===== src/shared/predriver_pkg.sv =====
// constants, mode encoding and timing for the gate pre-driver control logic
// assumes a single 250 MHz timebase drives every counter of the block
package predriver_pkg;

  localparam int CLK_PERIOD_NS = 4;
  localparam int PHASE_COUNT = 3;

  // undervoltage filter, least time: round up
  localparam int UV_FILTER_NS = 700;
  localparam int UV_FILTER_CYC = (UV_FILTER_NS + CLK_PERIOD_NS - 1)
                                 / CLK_PERIOD_NS;
  // strong turn-off after undervoltage, then weak hold-off
  localparam int STRONG_OFF_NS = 8000;
  localparam int STRONG_OFF_CYC = STRONG_OFF_NS / CLK_PERIOD_NS;

  // deadtime and blanking intervals, least times: round up
  localparam int DEADTIME_NS = 100;
  localparam int BLANK_NS = 200;
  localparam int DEADTIME_CYC = (DEADTIME_NS + CLK_PERIOD_NS - 1)
                                / CLK_PERIOD_NS;
  localparam int BLANK_CYC = (BLANK_NS + CLK_PERIOD_NS - 1) / CLK_PERIOD_NS;
  localparam int SETTLE_CYC = DEADTIME_CYC + BLANK_CYC;

  localparam int UV_CNT_W = 8;
  localparam int STRONG_CNT_W = 11;
  localparam int PHASE_TMR_W = 8;

  localparam logic [UV_CNT_W-1:0] UV_FILTER_LAST = UV_CNT_W'(UV_FILTER_CYC);
  localparam logic [STRONG_CNT_W-1:0] STRONG_OFF_LAST =
    STRONG_CNT_W'(STRONG_OFF_CYC);
  localparam logic [PHASE_TMR_W-1:0] DEADTIME_LAST =
    PHASE_TMR_W'(DEADTIME_CYC);
  localparam logic [PHASE_TMR_W-1:0] SETTLE_LAST = PHASE_TMR_W'(SETTLE_CYC);
  localparam logic [PHASE_TMR_W-1:0] SAMPLE_AT = PHASE_TMR_W'(SETTLE_CYC - 1);

  // command byte: upper nibble opcode, lower nibble per-flag bits
  localparam logic [3:0] CMD_MASK_UPPER = 4'h3;
  localparam logic [3:0] CMD_CLEAR_UPPER = 4'h7;
  localparam logic [3:0] MASK_UPPER_RESET = 4'hF;
  localparam logic [3:0] STATUS_UPPER_RESET = 4'h0;

  // positions in the upper fault latch group
  localparam int FLAG_PHASE_ERR = 0;
  localparam int FLAG_GATE_UV = 1;

  typedef enum logic [4:0]
  {
    MODE_SLEEP = 5'h01,
    MODE_STANDBY = 5'h02,
    MODE_INIT = 5'h04,
    MODE_ENABLE = 5'h08,
    MODE_FAULT = 5'h10
  } mode_t;

endpackage


===== src/design/predriver_mode_fault_control.sv =====
// mode sequencing, phase error detection and gate-supply undervoltage
// handling for a three-phase gate pre-driver
// assumes all pins are synchronous to clk_i and the serial core delivers
// one command byte per frame as a pulse on command_valid_i
`timescale 1ns/1ps

// Operation
// - high-side on, node low: high-side error
// - low-side on, node high: low-side error
// - phase error flag ORs all phase errors
// - unmasked flag holds interrupt until cleared
// - undervoltage: strong off, then weak hold-off
// - undervoltage acts only after filter time
// - recovery: low side follows, high side inhibited
// - high side floats until low side off
// - reset or disable level: weak hold-off
// - reset low: sleep, clear, clamp outputs
// - enable low: standby, drivers actively off
// - serial out driven only while selected
// - both enables high: init, toggles complete
// - enable mode: gates follow input commands
// - high side waits for low-side pulse
// - faults enter protection, need reinitialization
// - open inputs default to drivers off
// - deadtime starts at command change
// - clear command 0111 clears flagged latches
module predriver_mode_fault_control
(
  input wire logic clk_i,
  input wire logic reset_i,
  input wire logic reset_pin_n_i,
  input wire logic enable_input_first_i,
  input wire logic enable_input_second_i,
  input wire logic [2:0] low_side_command_in_i,
  input wire logic [2:0] high_side_command_in_n_i,
  input wire logic [2:0] phase_node_sense_i,
  input wire logic gate_drive_supply_low_i,
  input wire logic gate_supply_disable_level_i,
  input wire logic desat_detect_i,
  input wire logic protect_enable_i,
  input wire logic chip_select_n_i,
  input wire logic serial_data_i,
  input wire logic command_valid_i,
  input wire logic [7:0] command_byte_i,
  output logic [2:0] hs_gate_on_o,
  output logic [2:0] hs_gate_off_o,
  output logic [2:0] ls_gate_on_o,
  output logic [2:0] ls_gate_off_o,
  output logic hold_off_o,
  output logic serial_out_o,
  output logic serial_out_oe_o,
  output logic interrupt_o,
  output logic phase_error_o,
  output logic [3:0] status_upper_o,
  output logic [3:0] interrupt_mask_upper_o,
  output predriver_pkg::mode_t mode_o
);
  import predriver_pkg::*;

  mode_t mode_reg;
  mode_t mode_next;
  logic [UV_CNT_W-1:0] uv_cnt_reg;
  logic [STRONG_CNT_W-1:0] strong_cnt_reg;
  logic [PHASE_TMR_W-1:0] phase_tmr_reg [PHASE_COUNT];
  logic [2:0] hs_err_reg;
  logic [2:0] ls_err_reg;
  logic [2:0] req_hs_prev_reg;
  logic [2:0] req_ls_prev_reg;
  logic [2:0] ls_cmd_prev_reg;
  logic [2:0] hs_cmd_prev_reg;
  logic [2:0] init_ls_done_reg;
  logic [2:0] init_hs_done_reg;
  logic [2:0] ls_pulsed_reg;
  logic [2:0] hs_float_reg;
  logic [3:0] status_reg;
  logic [3:0] mask_reg;
  logic serial_out_reg;
  logic sleep;
  logic both_enabled;
  logic supply_disabled;
  logic uv_filtered;
  logic uv_strong;
  logic uv_weak;
  logic active;
  logic drive_allowed;
  logic phase_err_any;
  logic fault_cause;
  logic [2:0] hs_cmd;
  logic [2:0] req_hs;
  logic [2:0] req_ls;
  logic [2:0] req_change;
  logic [2:0] dt_done;
  logic [2:0] sample_now;
  logic [2:0] ls_fall;
  logic [2:0] hs_fall;
  logic [2:0] hs_on;
  logic [2:0] ls_on;
  logic clear_cmd;
  logic mask_cmd;
  logic [3:0] flag_set;
  // open defaults
  // high-side command and chip select are active low, so a floating
  // pin pulled high leaves the high-side gates off and the serial output undriven
  assign hs_cmd = ~high_side_command_in_n_i;
  assign sleep = ~reset_pin_n_i;
  assign both_enabled = enable_input_first_i & enable_input_second_i;
  assign supply_disabled = gate_supply_disable_level_i;
  assign active = ~sleep & ~supply_disabled;
  assign uv_filtered = (uv_cnt_reg == UV_FILTER_LAST);
  assign uv_strong = uv_filtered & (strong_cnt_reg < STRONG_OFF_LAST);
  assign uv_weak = uv_filtered & ~uv_strong;
  // both sides requested at once means neither, avoiding shoot-through
  assign req_hs = hs_cmd & ~low_side_command_in_i;
  assign req_ls = low_side_command_in_i & ~hs_cmd;
  assign req_change = (req_hs ^ req_hs_prev_reg) | (req_ls ^ req_ls_prev_reg);
  assign ls_fall = ls_cmd_prev_reg & ~low_side_command_in_i;
  assign hs_fall = hs_cmd_prev_reg & ~hs_cmd;
  always_comb
  begin
    for (int p = 0; p < PHASE_COUNT; p++)
    begin
      dt_done[p] = (phase_tmr_reg[p] >= DEADTIME_LAST) & ~req_change[p];
      sample_now[p] = (phase_tmr_reg[p] == SAMPLE_AT) & ~req_change[p];
    end
  end
  assign drive_allowed = active & ~uv_filtered &
                         ((mode_reg == MODE_INIT) ||
                          (mode_reg == MODE_ENABLE));
  assign ls_on = {3{drive_allowed}} & req_ls & dt_done;
  assign hs_on = {3{drive_allowed & (mode_reg == MODE_ENABLE)}} &
                 req_hs & dt_done & ls_pulsed_reg & ~hs_float_reg;
  assign phase_err_any = |(hs_err_reg | ls_err_reg);
  // protection causes
  // desat and phase errors only shut down while protection is enabled
  assign fault_cause = uv_filtered |
                       (protect_enable_i & (desat_detect_i | phase_err_any));
  always_ff @(posedge clk_i)
  begin
    if (reset_i)
      uv_cnt_reg <= '0;
    else if (!gate_drive_supply_low_i || sleep)
      uv_cnt_reg <= '0;
    else if (!uv_filtered)
      uv_cnt_reg <= uv_cnt_reg + UV_CNT_W'(1);
  end
  always_ff @(posedge clk_i)
  begin
    if (reset_i)
      strong_cnt_reg <= '0;
    else if (!uv_filtered)
      strong_cnt_reg <= '0;
    else if (uv_strong)
      strong_cnt_reg <= strong_cnt_reg + STRONG_CNT_W'(1);
  end
  always_ff @(posedge clk_i)
  begin
    if (reset_i)
    begin
      for (int p = 0; p < PHASE_COUNT; p++)
        phase_tmr_reg[p] <= '0;
      req_hs_prev_reg <= '0;
      req_ls_prev_reg <= '0;
      ls_cmd_prev_reg <= '0;
      hs_cmd_prev_reg <= '0;
    end
    else
    begin
      req_hs_prev_reg <= req_hs;
      req_ls_prev_reg <= req_ls;
      ls_cmd_prev_reg <= low_side_command_in_i;
      hs_cmd_prev_reg <= hs_cmd;
      for (int p = 0; p < PHASE_COUNT; p++)
      begin
        if (req_change[p])
          phase_tmr_reg[p] <= '0;
        else if (phase_tmr_reg[p] < SETTLE_LAST)
          phase_tmr_reg[p] <= phase_tmr_reg[p] + PHASE_TMR_W'(1);
      end
    end
  end
  // an error stands until the next sample of its phase or a new command,
  // so a fixed fault keeps re-setting the latch and holds the interrupt
  always_ff @(posedge clk_i)
  begin
    if (reset_i || sleep)
    begin
      hs_err_reg <= '0;
      ls_err_reg <= '0;
    end
    else
    begin
      for (int p = 0; p < PHASE_COUNT; p++)
      begin
        if (req_change[p])
        begin
          hs_err_reg[p] <= 1'b0;
          ls_err_reg[p] <= 1'b0;
        end
        else if (sample_now[p])
        begin
          hs_err_reg[p] <= hs_on[p] & ~phase_node_sense_i[p];
          ls_err_reg[p] <= ls_on[p] & phase_node_sense_i[p];
        end
      end
    end
  end
  always_ff @(posedge clk_i)
  begin
    if (reset_i || mode_reg != MODE_INIT)
    begin
      init_ls_done_reg <= '0;
      init_hs_done_reg <= '0;
    end
    else
    begin
      init_ls_done_reg <= init_ls_done_reg | ls_fall;
      if (&init_ls_done_reg)
        init_hs_done_reg <= init_hs_done_reg | hs_fall;
    end
  end
  always_ff @(posedge clk_i)
  begin
    if (reset_i || mode_reg != MODE_ENABLE)
      ls_pulsed_reg <= '0;
    else
      ls_pulsed_reg <= ls_pulsed_reg | ls_fall;
  end
  always_ff @(posedge clk_i)
  begin
    if (reset_i || sleep)
      hs_float_reg <= '0;
    else if (uv_filtered)
      hs_float_reg <= '1;
    else
      hs_float_reg <= hs_float_reg & low_side_command_in_i;
  end
  always_comb
  begin
    mode_next = mode_reg;
    if (sleep)
      mode_next = MODE_SLEEP;
    else if (!both_enabled)
      mode_next = MODE_STANDBY;
    else
    begin
      unique case (mode_reg)
        MODE_SLEEP:
          mode_next = MODE_STANDBY;
        MODE_STANDBY:
          mode_next = MODE_INIT;
        MODE_INIT:
        begin
          if (fault_cause)
            mode_next = MODE_FAULT;
          else if (&init_hs_done_reg)
            mode_next = MODE_ENABLE;
        end
        MODE_ENABLE:
        begin
          if (fault_cause)
            mode_next = MODE_FAULT;
        end
        MODE_FAULT:
        begin
          if (!fault_cause)
            mode_next = MODE_INIT;
        end
      endcase
    end
  end

  always_ff @(posedge clk_i)
  begin
    if (reset_i)
      mode_reg <= MODE_SLEEP;
    else
      mode_reg <= mode_next;
  end

  assign clear_cmd = command_valid_i & ~sleep &
                     (command_byte_i[7:4] == CMD_CLEAR_UPPER);
  assign mask_cmd = command_valid_i & ~sleep &
                    (command_byte_i[7:4] == CMD_MASK_UPPER);

  always_comb
  begin
    flag_set = 4'h0;
    flag_set[FLAG_PHASE_ERR] = phase_err_any;
    flag_set[FLAG_GATE_UV] = uv_filtered;
  end

  always_ff @(posedge clk_i)
  begin
    if (reset_i || sleep)
      status_reg <= STATUS_UPPER_RESET;
    // clear flagged bits
    // a new event in the clearing cycle still sets its bit
    else if (clear_cmd)
      status_reg <= (status_reg & ~command_byte_i[3:0]) | flag_set;
    else
      status_reg <= status_reg | flag_set;
  end
  always_ff @(posedge clk_i)
  begin
    if (reset_i || sleep)
      mask_reg <= MASK_UPPER_RESET;
    else if (mask_cmd)
      mask_reg <= command_byte_i[3:0];
  end
  always_ff @(posedge clk_i)
  begin
    if (reset_i)
      serial_out_reg <= 1'b0;
    else
      serial_out_reg <= serial_data_i;
  end
  assign serial_out_oe_o = ~sleep & ~chip_select_n_i;
  assign serial_out_o = serial_out_reg;
  assign interrupt_o = ~sleep & (|(status_reg & mask_reg));
  assign phase_error_o = ~sleep & phase_err_any;
  assign status_upper_o = status_reg;
  assign interrupt_mask_upper_o = mask_reg;
  assign mode_o = mode_reg;
  assign hold_off_o = sleep | supply_disabled | uv_weak;
  assign hs_gate_on_o = hs_on;
  assign ls_gate_on_o = ls_on;
  assign hs_gate_off_o = {3{active & ~uv_weak}} & ~hs_on &
                         (~hs_float_reg | {3{uv_strong}});
  assign ls_gate_off_o = {3{active & ~uv_weak}} & ~ls_on;

endmodule


===== config.mk =====
export PLATFORM = sky130hd
export DESIGN_NAME = predriver_mode_fault_control
export DESIGN_NICKNAME = d
export VERILOG_FILES = /design/src/shared/predriver_pkg.sv /design/src/design/predriver_mode_fault_control.sv
export SDC_FILE = /design/constraint.sdc
export NUM_CORES = 1
export LEC_CHECK = 0
export BUFFER_PORTS_ARGS = -buffer_cell sky130_fd_sc_hd__buf_2
export CAP_MARGIN = 30
export CELL_PAD_IN_SITES_DETAIL_PLACEMENT = 0
export CELL_PAD_IN_SITES_GLOBAL_PLACEMENT = 1
export CORE_MARGIN = 8
export CORE_UTILIZATION = 42
export DETAILED_ROUTE_END_ITERATION = 8
export PLACE_DENSITY_LB_ADDON = 0.2
export SKIP_LAST_GASP = 1
export SYNTH_ARGS = -nofsm -noshare
export SYNTH_HDL_FRONTEND = slang
export SYNTH_SLANG_ARGS = --single-unit

===== constraint.sdc =====
create_clock -name clk_i -period 2.4 [get_ports clk_i]
set_input_delay 0.12 -clock clk_i [delete_from_list [all_inputs] [get_ports clk_i]]
set_output_delay 0.12 -clock clk_i [all_outputs]
set_load 0.1 [all_outputs]

==> metrics.cfg, run 1 <==
[outcome]
status = finished, final reports clean

[yosys]
synth_compound_area_share_pct = 14.18
ys.warnings.count = 0
muxShareOfSynthArea_pct = 0.9262
synth_cell_types = 57
syn_inst = 470
synth.ff_latch_count = 87
syn_area_mm2 = 0.004323
synth_area_leaders = dfxtp_1 (29%), edfxtp_1 (17%), nor2_1 (5.9%)
seq_area_frac_synth_pct = 45.85
synthAdderAreaFrac_pct = 4.052
ys_top_cells_by_count = nor2_1 (68), dfxtp_1 (63), nand2_1 (29)
synth-edff-count = 24
yosysTopAreaCell = dfxtp_1
synth_xor_area_share_pct = 6.281
synthFlopType = dfxtp_1
yosys.area_share.simple_pct = 25.18
syn_avg_cell_area_um2 = 9.198
synth_top_cell_area_share_pct = 29.18
ys_async_sr_fraction_pct = 0
yosysMostFrequentCell = nor2_1
synth_top_family_by_area = simple AND/OR/NAND/NOR gates

[route]
wl_per_cell_um = 15.60
routed_via_density = 5.277
drt_pass1_iterations = 4
routed_wl_mm = 10.81
drc = 0
dr_total_vias = 3657
drtAntennaViolNets = 0
drt_iter0_drc = 174

[setup_path]
cp-start-kind = flop
crit_type = flop to primary output
rrSetupSlack_ns = 0.43
arrival_ns = 2.25
reg2regPathDepth = 5
cp_max_fo = 9
endpoint_kind = primary output
cp_data_required_time_ns = 2.28

[final_layout]
layout-drive-gt1-share_pct = 26.57
fin_nets = 595
syn2layout_area_growth_pct = 27.00
final_cell_area_mm2 = 0.005490
stdcell_count = 693
largest_reg_flops = 24
diodes = 0

[placement]
portBuffers = 58
finalWeightedCongestion = 0.8550
postPlaceCellArea_mm2 = 0.005112
place_inst = 661
dp_hpwl_mm = 7.541

[global_routing]
antenna_found_initial = 0
grt_max_degree = 20
grt_pass1_wl_mm = 17.25
grt.total_usage_pct = 14.91
grt_pass1_vias = 3535
grt_overflow = 0

[hold_path]
min_path_cells = 3
hp-class = input pin to flop

[job]
cap_violations = 0

[clock_tree]
tritoncts = built
cts_root_buf = clkbuf_8
cts.clk_slew.worst_paths_ns = 0.09
cts.sinks = 87
cts_max_path_buffers = 2
htreeDepth = 3
cts_inserted_buffers = 9
clk_latency_ns = 0.35

[die]
start_util_pct = 42.64
die_h_um = 117.5
core_area_mm2 = 0.01014
die_x_um = 117.5
die_area_mm2 = 0.01379
io_pins = 59
fp-row-count = 37

[timing]
finalCriticalPeriod_ns = 2.366
period_share_pct = 98.59
worstMarginPinSlew_ns = 0.6144
finClkSkew_ns = 0.008783
setup_viol = 0
max_freq_mhz = 422.6
slew_headroom_pct = 58.66
rsz0062_at_grt = true
maxSlewViolCount = 0
final_hold_viol_count = 0

[pwr]
p_int_w = 0.002150
clock_power_share_pct = 33.9
pwr-share-comb_pct = 12.6
power_leakage_nw = 2.051
ir_drop_v = 0.0002728
switching_share_pct = 27.56
seq_power_share_pct = 53.5
powerDensity_mw_per_mm2 = 540.6
p_switching_w = 0.0008181

## cell families (layout without fill, tap and decap cells)
family          after synthesis  after routing
fa+ha+maj                    14             14
simple gates                211            212
mux                           4              4
compound gates               87             87
buf+inv                      35            119
other cells                   1              3
xor+xnor                     31             31
flops                        87             87
## worst max-delay path, stage by stage (launching register included)
cell and delay [ns]:
dfxtp_4 0.38, or3_4 0.39, a2111oi_4 0.26, buf_6 0.19, buf_4 0.11, and3_4 0.17
a41oi_2 0.17, buf_12 0.21
## layer usage
metal	routed length [um]	global-route usage [%]	up-vias
met5	0	0	-
met4	118	4.724	0
li1	-	-	1853
met1	5200	19.69	1709
met3	606	3.837	10
met2	4885	23.29	85
## cells in the final DEF, fill, tap and decap left out, types with 5 or more instances in the layout
| cell | n |
|---|---|
| a21oi_1 | 18 |
| and3_1 | 6 |
| buf_12 | 11 |
| buf_2 | 46 |
| buf_4 | 23 |
| clkbuf_8 | 10 |
| dfxtp_1 | 54 |
| dfxtp_4 | 5 |
| edfxtp_1 | 24 |
| ha_1 | 13 |
| inv_1 | 15 |
| nand2_1 | 29 |
| nand3_1 | 20 |
| nand4_1 | 6 |
| nor2_1 | 68 |
| nor2b_1 | 14 |
| nor3_1 | 22 |
| o2111ai_1 | 8 |
| o21a_1 | 6 |
| o21ai_0 | 16 |
| o22ai_1 | 5 |
| or2_2 | 5 |
| or3_1 | 7 |
| xnor2_1 | 15 |
| xor2_1 | 16 |
## worst paths after layout
path	from	to
worst max register to register	phase_tmr_reg[0][0]	phase_tmr_reg[0][5]
worst max-delay path	mode_o[1]	ls_gate_off_o[0]
worst min-delay path	command_byte_i[1]	interrupt_mask_upper_o[1]
worst min register to register	status_upper_o[2]	status_upper_o[2]
## power groups by stage
| stage | logic (W) | clock network (W) | registers, W |
|---|---|---|---|
| floorplan | 0.000233 | 0 | 0.00163 |
| global placement | 0.000345 | 0 | 0.00162 |
| detailed placement | 0.000350 | 0 | 0.00162 |
| CTS | 0.000361 | 0.00103 | 0.00159 |
| global route | 0.000407 | 0.00108 | 0.00159 |
| finish | 0.000374 | 0.00101 | 0.00159 |
## per-stage QoR
step | hold WS [ns] | utilization (%) | TNS [ns] | power [W] | worst slack, ns
after floorplan | 0.2086 | - | -3.564 | 0.001860 | -0.6957
after global placement | 0.3041 | 50.43 | 0 | 0.001964 | 0.2747
after detailed placement | 0.3125 | 50.43 | 0 | 0.001972 | 0.2391
after CTS | 0.002659 | 53.05 | -0.07051 | 0.002977 | -0.07051
after global routing | 0.01432 | 54.15 | -0.1135 | 0.003086 | -0.04704
final | 0.01613 | 54.15 | 0 | 0.002968 | 0.03376
## layout make-up
class / instances / area [um^2]
fill: 920 / 4648
multi-input combinational: 351 / 2364
sequential: 87 / 2006
timing repair buffer: 87 / 696.9
tap: 136 / 170.2
clock buffer: 12 / 166.4
inverter: 16 / 60.06
clock inverter: 4 / 27.53
## what timing repair did
item,CTS,global route
resized for setup,8,7
endpoints found under the setup margin,7,9
cloned,0,2
setup buffers,0,10
pin swaps,0,2
endpoints found under the hold margin,6,0
hold buffers,4,0
No activity file was read; power rests on OpenSTA's default activity.
==> run 2, diff against run 1 <==
--- a/config.mk
+++ b/config.mk
@@ -12,7 +12,7 @@
 export CORE_MARGIN = 8
 export CORE_UTILIZATION = 42
 export DETAILED_ROUTE_END_ITERATION = 8
-export PLACE_DENSITY_LB_ADDON = 0.2
+export PLACE_DENSITY_LB_ADDON = 0.1
 export SKIP_LAST_GASP = 1
 export SYNTH_ARGS = -nofsm -noshare
 export SYNTH_HDL_FRONTEND = slang
==> metrics.cfg, run 2 (same netlist as run 1, synthesis figures left out) <==
[outcome]
status = finished, final reports clean

[placement]
dp_hpwl_mm = 7.677  ; +1.8%
finalWeightedCongestion = 0.8492  ; -0.68%
portBuffers = 58  ; unchanged
postPlaceCellArea_mm2 = 0.005120  ; +0.15%
dp_slack_ns = 0.2239  ; -0.01517 ns

[pwr]
pwr-share-comb_pct = 12.8  ; +0.2 points
ir_drop_v = 0.0002217  ; -19%
seq_power_share_pct = 52.8  ; -0.7 points
power_leakage_nw = 2.073  ; +1.1%
p_switching_w = 0.0008250  ; +0.84%
p_total_w = 0.003009  ; +1.4%
p_int_w = 0.002184  ; +1.6%
powerDensity_mw_per_mm2 = 537.9  ; -0.51%
clock_power_share_pct = 34.4  ; +0.5 points
switching_share_pct = 27.42  ; -0.15 points

[timing]
fin_tns_setup_ns = 0  ; unchanged
worstMarginPinSlew_ns = 0.6504  ; +0.03605 ns
max_freq_mhz = 420.2  ; -0.57%
finClkSkew_ns = 0.008705  ; -0.00007849 ns
rsz0062_at_grt = true
layout_setup_ws_ns = 0.02027  ; -0.01349 ns
slew_headroom_pct = 56.24  ; -2.4 points
maxSlewViolCount = 0  ; unchanged
period_share_pct = 99.16  ; +0.56 points
final_hold_viol_count = 0  ; unchanged
setup_viol = 0  ; unchanged
finalCriticalPeriod_ns = 2.380  ; +0.01349 ns

[global_routing]
grt.total_usage_pct = 15.63  ; +0.72 points
grt_max_degree = 20  ; unchanged
grt_overflow = 0  ; unchanged
antenna_found_initial = 0  ; unchanged
grt_pass1_vias = 3621  ; +2.4%
grt_pass1_wl_mm = 18.04  ; +4.6%

[setup_path]
cp_data_required_time_ns = 2.28  ; about the same
crit_path_start = mode_o[2]
cp_top_family = simple AND/OR/NAND/NOR gates
cp_num_buf_inv = 3  ; unchanged
arrival_ns = 2.26  ; about the same
slowest_stage = dfxtp_4
cp-start-kind = flop
crit_path_cell_trace = or2b_4, a2111oi_4, buf_4, buf_6, nand3_4, nor3_4, buf_12
endpoint_kind = primary output
rrSetupSlack_ns = 0.40  ; -0.03 ns
slowest_delay_ns = 0.39  ; about the same
cp_max_fo = 8  ; -1
reg2reg_from = phase_tmr_reg[0][0]
crit_type = flop to primary output

[final_layout]
final_cell_area_mm2 = 0.005594  ; +1.9%
syn2layout_area_growth_pct = 29.41
final_util_pct = 55.18  ; +1.0 points
mostFrequentLayoutCells = nor2_1 (68), dfxtp_1 (54), buf_2 (45), nand2_1 (29), edfxtp_1 (24)
final_common_cell = nor2_1
largest_reg_flops = 24  ; unchanged
diodes = 0  ; unchanged
fin_nets = 594  ; -0.17%
layout-drive-gt1-share_pct = 27.16  ; +0.59 points

[die]
start_util_pct = 42.64  ; unchanged
core_area_mm2 = 0.01014  ; unchanged
die_x_um = 117.5  ; unchanged
die_h_um = 117.5  ; unchanged
io_pins = 59  ; unchanged
die_area_mm2 = 0.01379  ; unchanged
fp-row-count = 37  ; unchanged

[route]
wl_per_cell_um = 15.67  ; +0.46%
drt_iter0_drc = 132  ; -24%
drt_pass1_iterations = 4  ; unchanged
routed_via_density = 5.290  ; +0.25%
drtAntennaViolNets = 0  ; unchanged
dr_total_vias = 3661  ; +0.11%
drc = 0  ; unchanged
routed_wl_mm = 10.84  ; +0.31%

[job]
cap_violations = 0  ; unchanged

[clock_tree]
cts_inserted_buffers = 9  ; unchanged
htreeDepth = 3  ; unchanged
clk_latency_ns = 0.36  ; about the same
cts_root_buf = clkbuf_8
tritoncts = built
cts.sinks = 87  ; unchanged
cts_max_path_buffers = 2  ; unchanged
cts.clk_slew.worst_paths_ns = 0.09  ; about the same

[hold_path]
min_from = high_side_command_in_n_i[2]
hp-class = input pin to flop

-- run 2: cell types whose count changed in the layout (fill, tap and decap cells not counted), sizes merged --
cell,delta
dlygate4sd3,+1
inv,+2
or2,-1
clkinv,-2
buf,-1
-- run 2: stage by stage --
stage	cells	hold slack, ns
finish	692	0.05465
global route	692	0.07070
CTS	690	0.03746
detailed placement	660	0.3159
global placement	660	0.3124
floorplan	472	0.2086
-- run 2: what timing repair did --
action,4_1_cts,5_1_grt
pin swaps,2,6
resized for setup,8,23
endpoints found under the setup margin,11,9
buffers inserted,9,2
hold buffers,5,0
endpoints found under the hold margin,7,0
-- run 2: power by group through the flow --
stage          logic [W]  clock network [W]  registers [W]
2_1_floorplan   0.000233                  0        0.00163
3_3_place_gp    0.000349                  0        0.00162
3_5_place_dp    0.000354                  0        0.00162
4_1_cts         0.000368            0.00107        0.00159
5_1_grt         0.000417            0.00112        0.00160
6_report        0.000384            0.00104        0.00159
-- run 2: routing by layer --
layer	vias up	share of wire [%]	GRT usage, %
met5	-	0	0
met4	0	1.4	5.124
met3	14	4.7	3.837
met2	82	44	24.94
met1	1725	50	20.26
li1	1840	-	-
-- run 2: final cells by class --
cell class / count / area [um^2]
fill: 941 / 4544
multi-input combinational: 350 / 2427
inverter: 16 / 60.06
clock buffer: 12 / 177.7
clock inverter: 4 / 22.52
timing repair buffer: 87 / 730.7
sequential: 87 / 2006
tap: 136 / 170.2
-- run 2: worst paths after layout --
kind                              end  cells after the start
setup / recovery      ls_gate_on_o[1]                      7
hold / removal     hs_cmd_prev_reg[2]                      2
setup reg to reg  phase_tmr_reg[0][2]                      5
hold reg to reg     status_upper_o[3]                      2
-- run 2: worst register-to-register path, cell delays in order, from the launching register on --
cell,delay [ns]
edfxtp_1,0.46
ha_1,0.30
o21a_1,0.19
o31ai_1,0.30
nand2_1,0.09
nand3_1,0.32
==> run 3, diff against run 2 <==
--- a/config.mk
+++ b/config.mk
@@ -9,7 +9,6 @@
 export CAP_MARGIN = 30
 export CELL_PAD_IN_SITES_DETAIL_PLACEMENT = 0
 export CELL_PAD_IN_SITES_GLOBAL_PLACEMENT = 1
-export CORE_MARGIN = 8
 export CORE_UTILIZATION = 42
 export DETAILED_ROUTE_END_ITERATION = 8
 export PLACE_DENSITY_LB_ADDON = 0.1
==> metrics.cfg, run 3 (same netlist as run 1, synthesis figures left out) <==
[outcome]
status = finished, final reports clean

[global_routing]
grt_pass1_vias = 3343  ; -7.7%
antenna_found_initial = 0  ; unchanged
grt_pass1_wl_mm = 16.07  ; -11%
grt_overflow = 0  ; unchanged
grt_max_degree = 19  ; -5.0%
grt.total_usage_pct = 19.61  ; +4.0 points

[placement]
portBuffers = 58  ; unchanged
place_inst = 658  ; -0.30%
dp_hpwl_mm = 7.238  ; -5.7%
finalWeightedCongestion = 0.8567  ; +0.88%
dp_slack_ns = 0.2214  ; -0.002523 ns
postPlaceCellArea_mm2 = 0.005109  ; -0.22%

[die]
start_util_pct = 43.82  ; +1.2 points
die_area_mm2 = 0.01070  ; -22%
die_h_um = 103.5  ; -12%
fp-row-count = 36  ; -2.7%
die_x_um = 103.5  ; -12%
core_area_mm2 = 0.009864  ; -2.7%
io_pins = 59  ; unchanged

[final_layout]
layout-drive-gt1-share_pct = 24.95  ; -2.2 points
final_cell_area_mm2 = 0.005450  ; -2.6%
syn2layout_area_growth_pct = 26.08
stdcell_count = 682  ; -1.4%
largest_reg_flops = 24  ; unchanged
diodes = 0  ; unchanged
mostFrequentLayoutCells = nor2_1 (68), dfxtp_1 (54), buf_2 (45), nand2_1 (29), edfxtp_1 (24)
fin_nets = 587  ; -1.2%
final_common_cell = nor2_1

[timing]
finalCriticalPeriod_ns = 2.346  ; -0.03325 ns
finClkSkew_ns = 0.007434  ; -0.001271 ns
period_share_pct = 97.77  ; -1.4 points
slew_headroom_pct = 55.13  ; -1.1 points
maxSlewViolCount = 0  ; unchanged
final_hold_viol_count = 0  ; unchanged
max_freq_mhz = 426.2  ; +1.4%
rsz0062_at_grt = true
worstMarginPinSlew_ns = 0.6669  ; +0.01647 ns
setup_viol = 0  ; unchanged
layout_setup_ws_ns = 0.05351  ; +0.03325 ns

[pwr]
p_int_w = 0.002141  ; -1.9%
powerDensity_mw_per_mm2 = 537.0  ; -0.16%
seq_power_share_pct = 54.3  ; +1.5 points
power_leakage_nw = 2.002  ; -3.4%
clock_power_share_pct = 33.2  ; -1.2 points
switching_share_pct = 26.84  ; -0.58 points
p_switching_w = 0.0007856  ; -4.8%
pwr-share-comb_pct = 12.6  ; -0.2 points
ir_drop_v = 0.0002619  ; +18%

[route]
routed_wl_mm = 10.03  ; -7.5%
dr_total_vias = 3641  ; -0.55%
drt_iter0_drc = 125  ; -5.3%
routed_via_density = 5.339  ; +0.91%
drtAntennaViolNets = 0  ; unchanged
wl_per_cell_um = 14.71  ; -6.1%
drt_pass1_iterations = 4  ; unchanged
drc = 0  ; unchanged

[clock_tree]
cts_root_buf = clkbuf_8
clk_latency_ns = 0.36  ; about the same
cts.sinks = 87  ; unchanged
cts_max_path_buffers = 2  ; unchanged
tritoncts = built
htreeDepth = 3  ; unchanged
cts_inserted_buffers = 9  ; unchanged
cts.clk_slew.worst_paths_ns = 0.08  ; about the same

[hold_path]
hp-class = input pin to flop
min_from = reset_i

[setup_path]
slowest_delay_ns = 0.38  ; about the same
cp_max_fo = 8  ; unchanged
reg2reg_from = phase_tmr_reg[0][0]
cp-start-kind = flop
cp_data_required_time_ns = 2.28  ; about the same
slowest_stage = dfxtp_4
crit_path_cell_trace = or2b_4, a2111oi_4, buf_6, buf_12, and3_4, and3_4, buf_12
arrival_ns = 2.23  ; -0.03 ns
crit_type = flop to primary output
endpoint_kind = primary output
crit_path_start = mode_o[2]

[job]
cap_violations = 0  ; unchanged

run 3: cell types whose count changed in the layout (fill, tap and decap cells not counted), sizes merged:
cell    change
clkinv      -2
inv         -2
buf         -7
clkbuf      +4
run 3: repair_timing:
| item | CTS | global route |
|---|---|---|
| hold buffers | 5 | 0 |
| endpoints found under the hold margin | 6 | 0 |
| resized for setup | 7 | 13 |
| pin swaps | 0 | 3 |
| setup buffers | 0 | 3 |
| setup endpoints to repair | 7 | 10 |
run 3: path summary, 6_finish.rpt:
kind	endpoint	slack, ns	cells past startpoint
worst max-delay path	hs_gate_on_o[1]	0.05	7
worst min-delay path	req_ls_prev_reg[2]	0.04	2
worst max register to register	phase_tmr_reg[0][2]	0.40	5
worst min register to register	status_upper_o[2]	0.46	2
run 3: layout make-up:
type	instances	area [um^2]
sequential	87	2006
fill	919	4414
inverter	16	60.06
timing repair buffer	80	661.9
clock buffer	16	180.2
tap	133	166.4
multi-input combinational	350	2376
run 3: per-stage QoR:
| stage | utilization (%) | power [W] | setup TNS (ns) | hold WS, ns |
|---|---|---|---|---|
| after floorplan | - | 0.001860 | -3.564 | 0.2086 |
| after global placement | 51.79 | 0.001964 | 0 | 0.3160 |
| after detailed placement | 51.79 | 0.001970 | 0 | 0.3151 |
| after CTS | 54.38 | 0.002947 | -0.07415 | 0.03270 |
| after global routing | 55.25 | 0.003058 | -0.03929 | 0.03876 |
| final | 55.25 | 0.002927 | 0 | 0.03803 |
run 3: power by group through the flow:
| stage | clock [W] | sequential (W) | combinational [W] |
|---|---|---|---|
| after floorplan | 0 | 0.00163 | 0.000233 |
| after global placement | 0 | 0.00162 | 0.000344 |
| after detailed placement | 0 | 0.00162 | 0.000348 |
| after CTS | 0.00100 | 0.00159 | 0.000359 |
| after global routing | 0.00106 | 0.00160 | 0.000401 |
| final | 0.000971 | 0.00159 | 0.000367 |
run 3: critical path, delay by kind of cell, from the launching register on:
kind | cells | cell delay (ns)
simple gates | 3 | 0.72
buf+inv | 3 | 0.46
flops | 1 | 0.38
compound gates | 1 | 0.30
run 3: routing by layer:
metal  vias up  share of wire [%]  track usage [%]
met5         -                  0                0
met4         0                1.4            8.126
met3        14                4.3            3.091
met2        84                 45            31.02
met1      1722                 49            26.69
li1       1821                  -                -
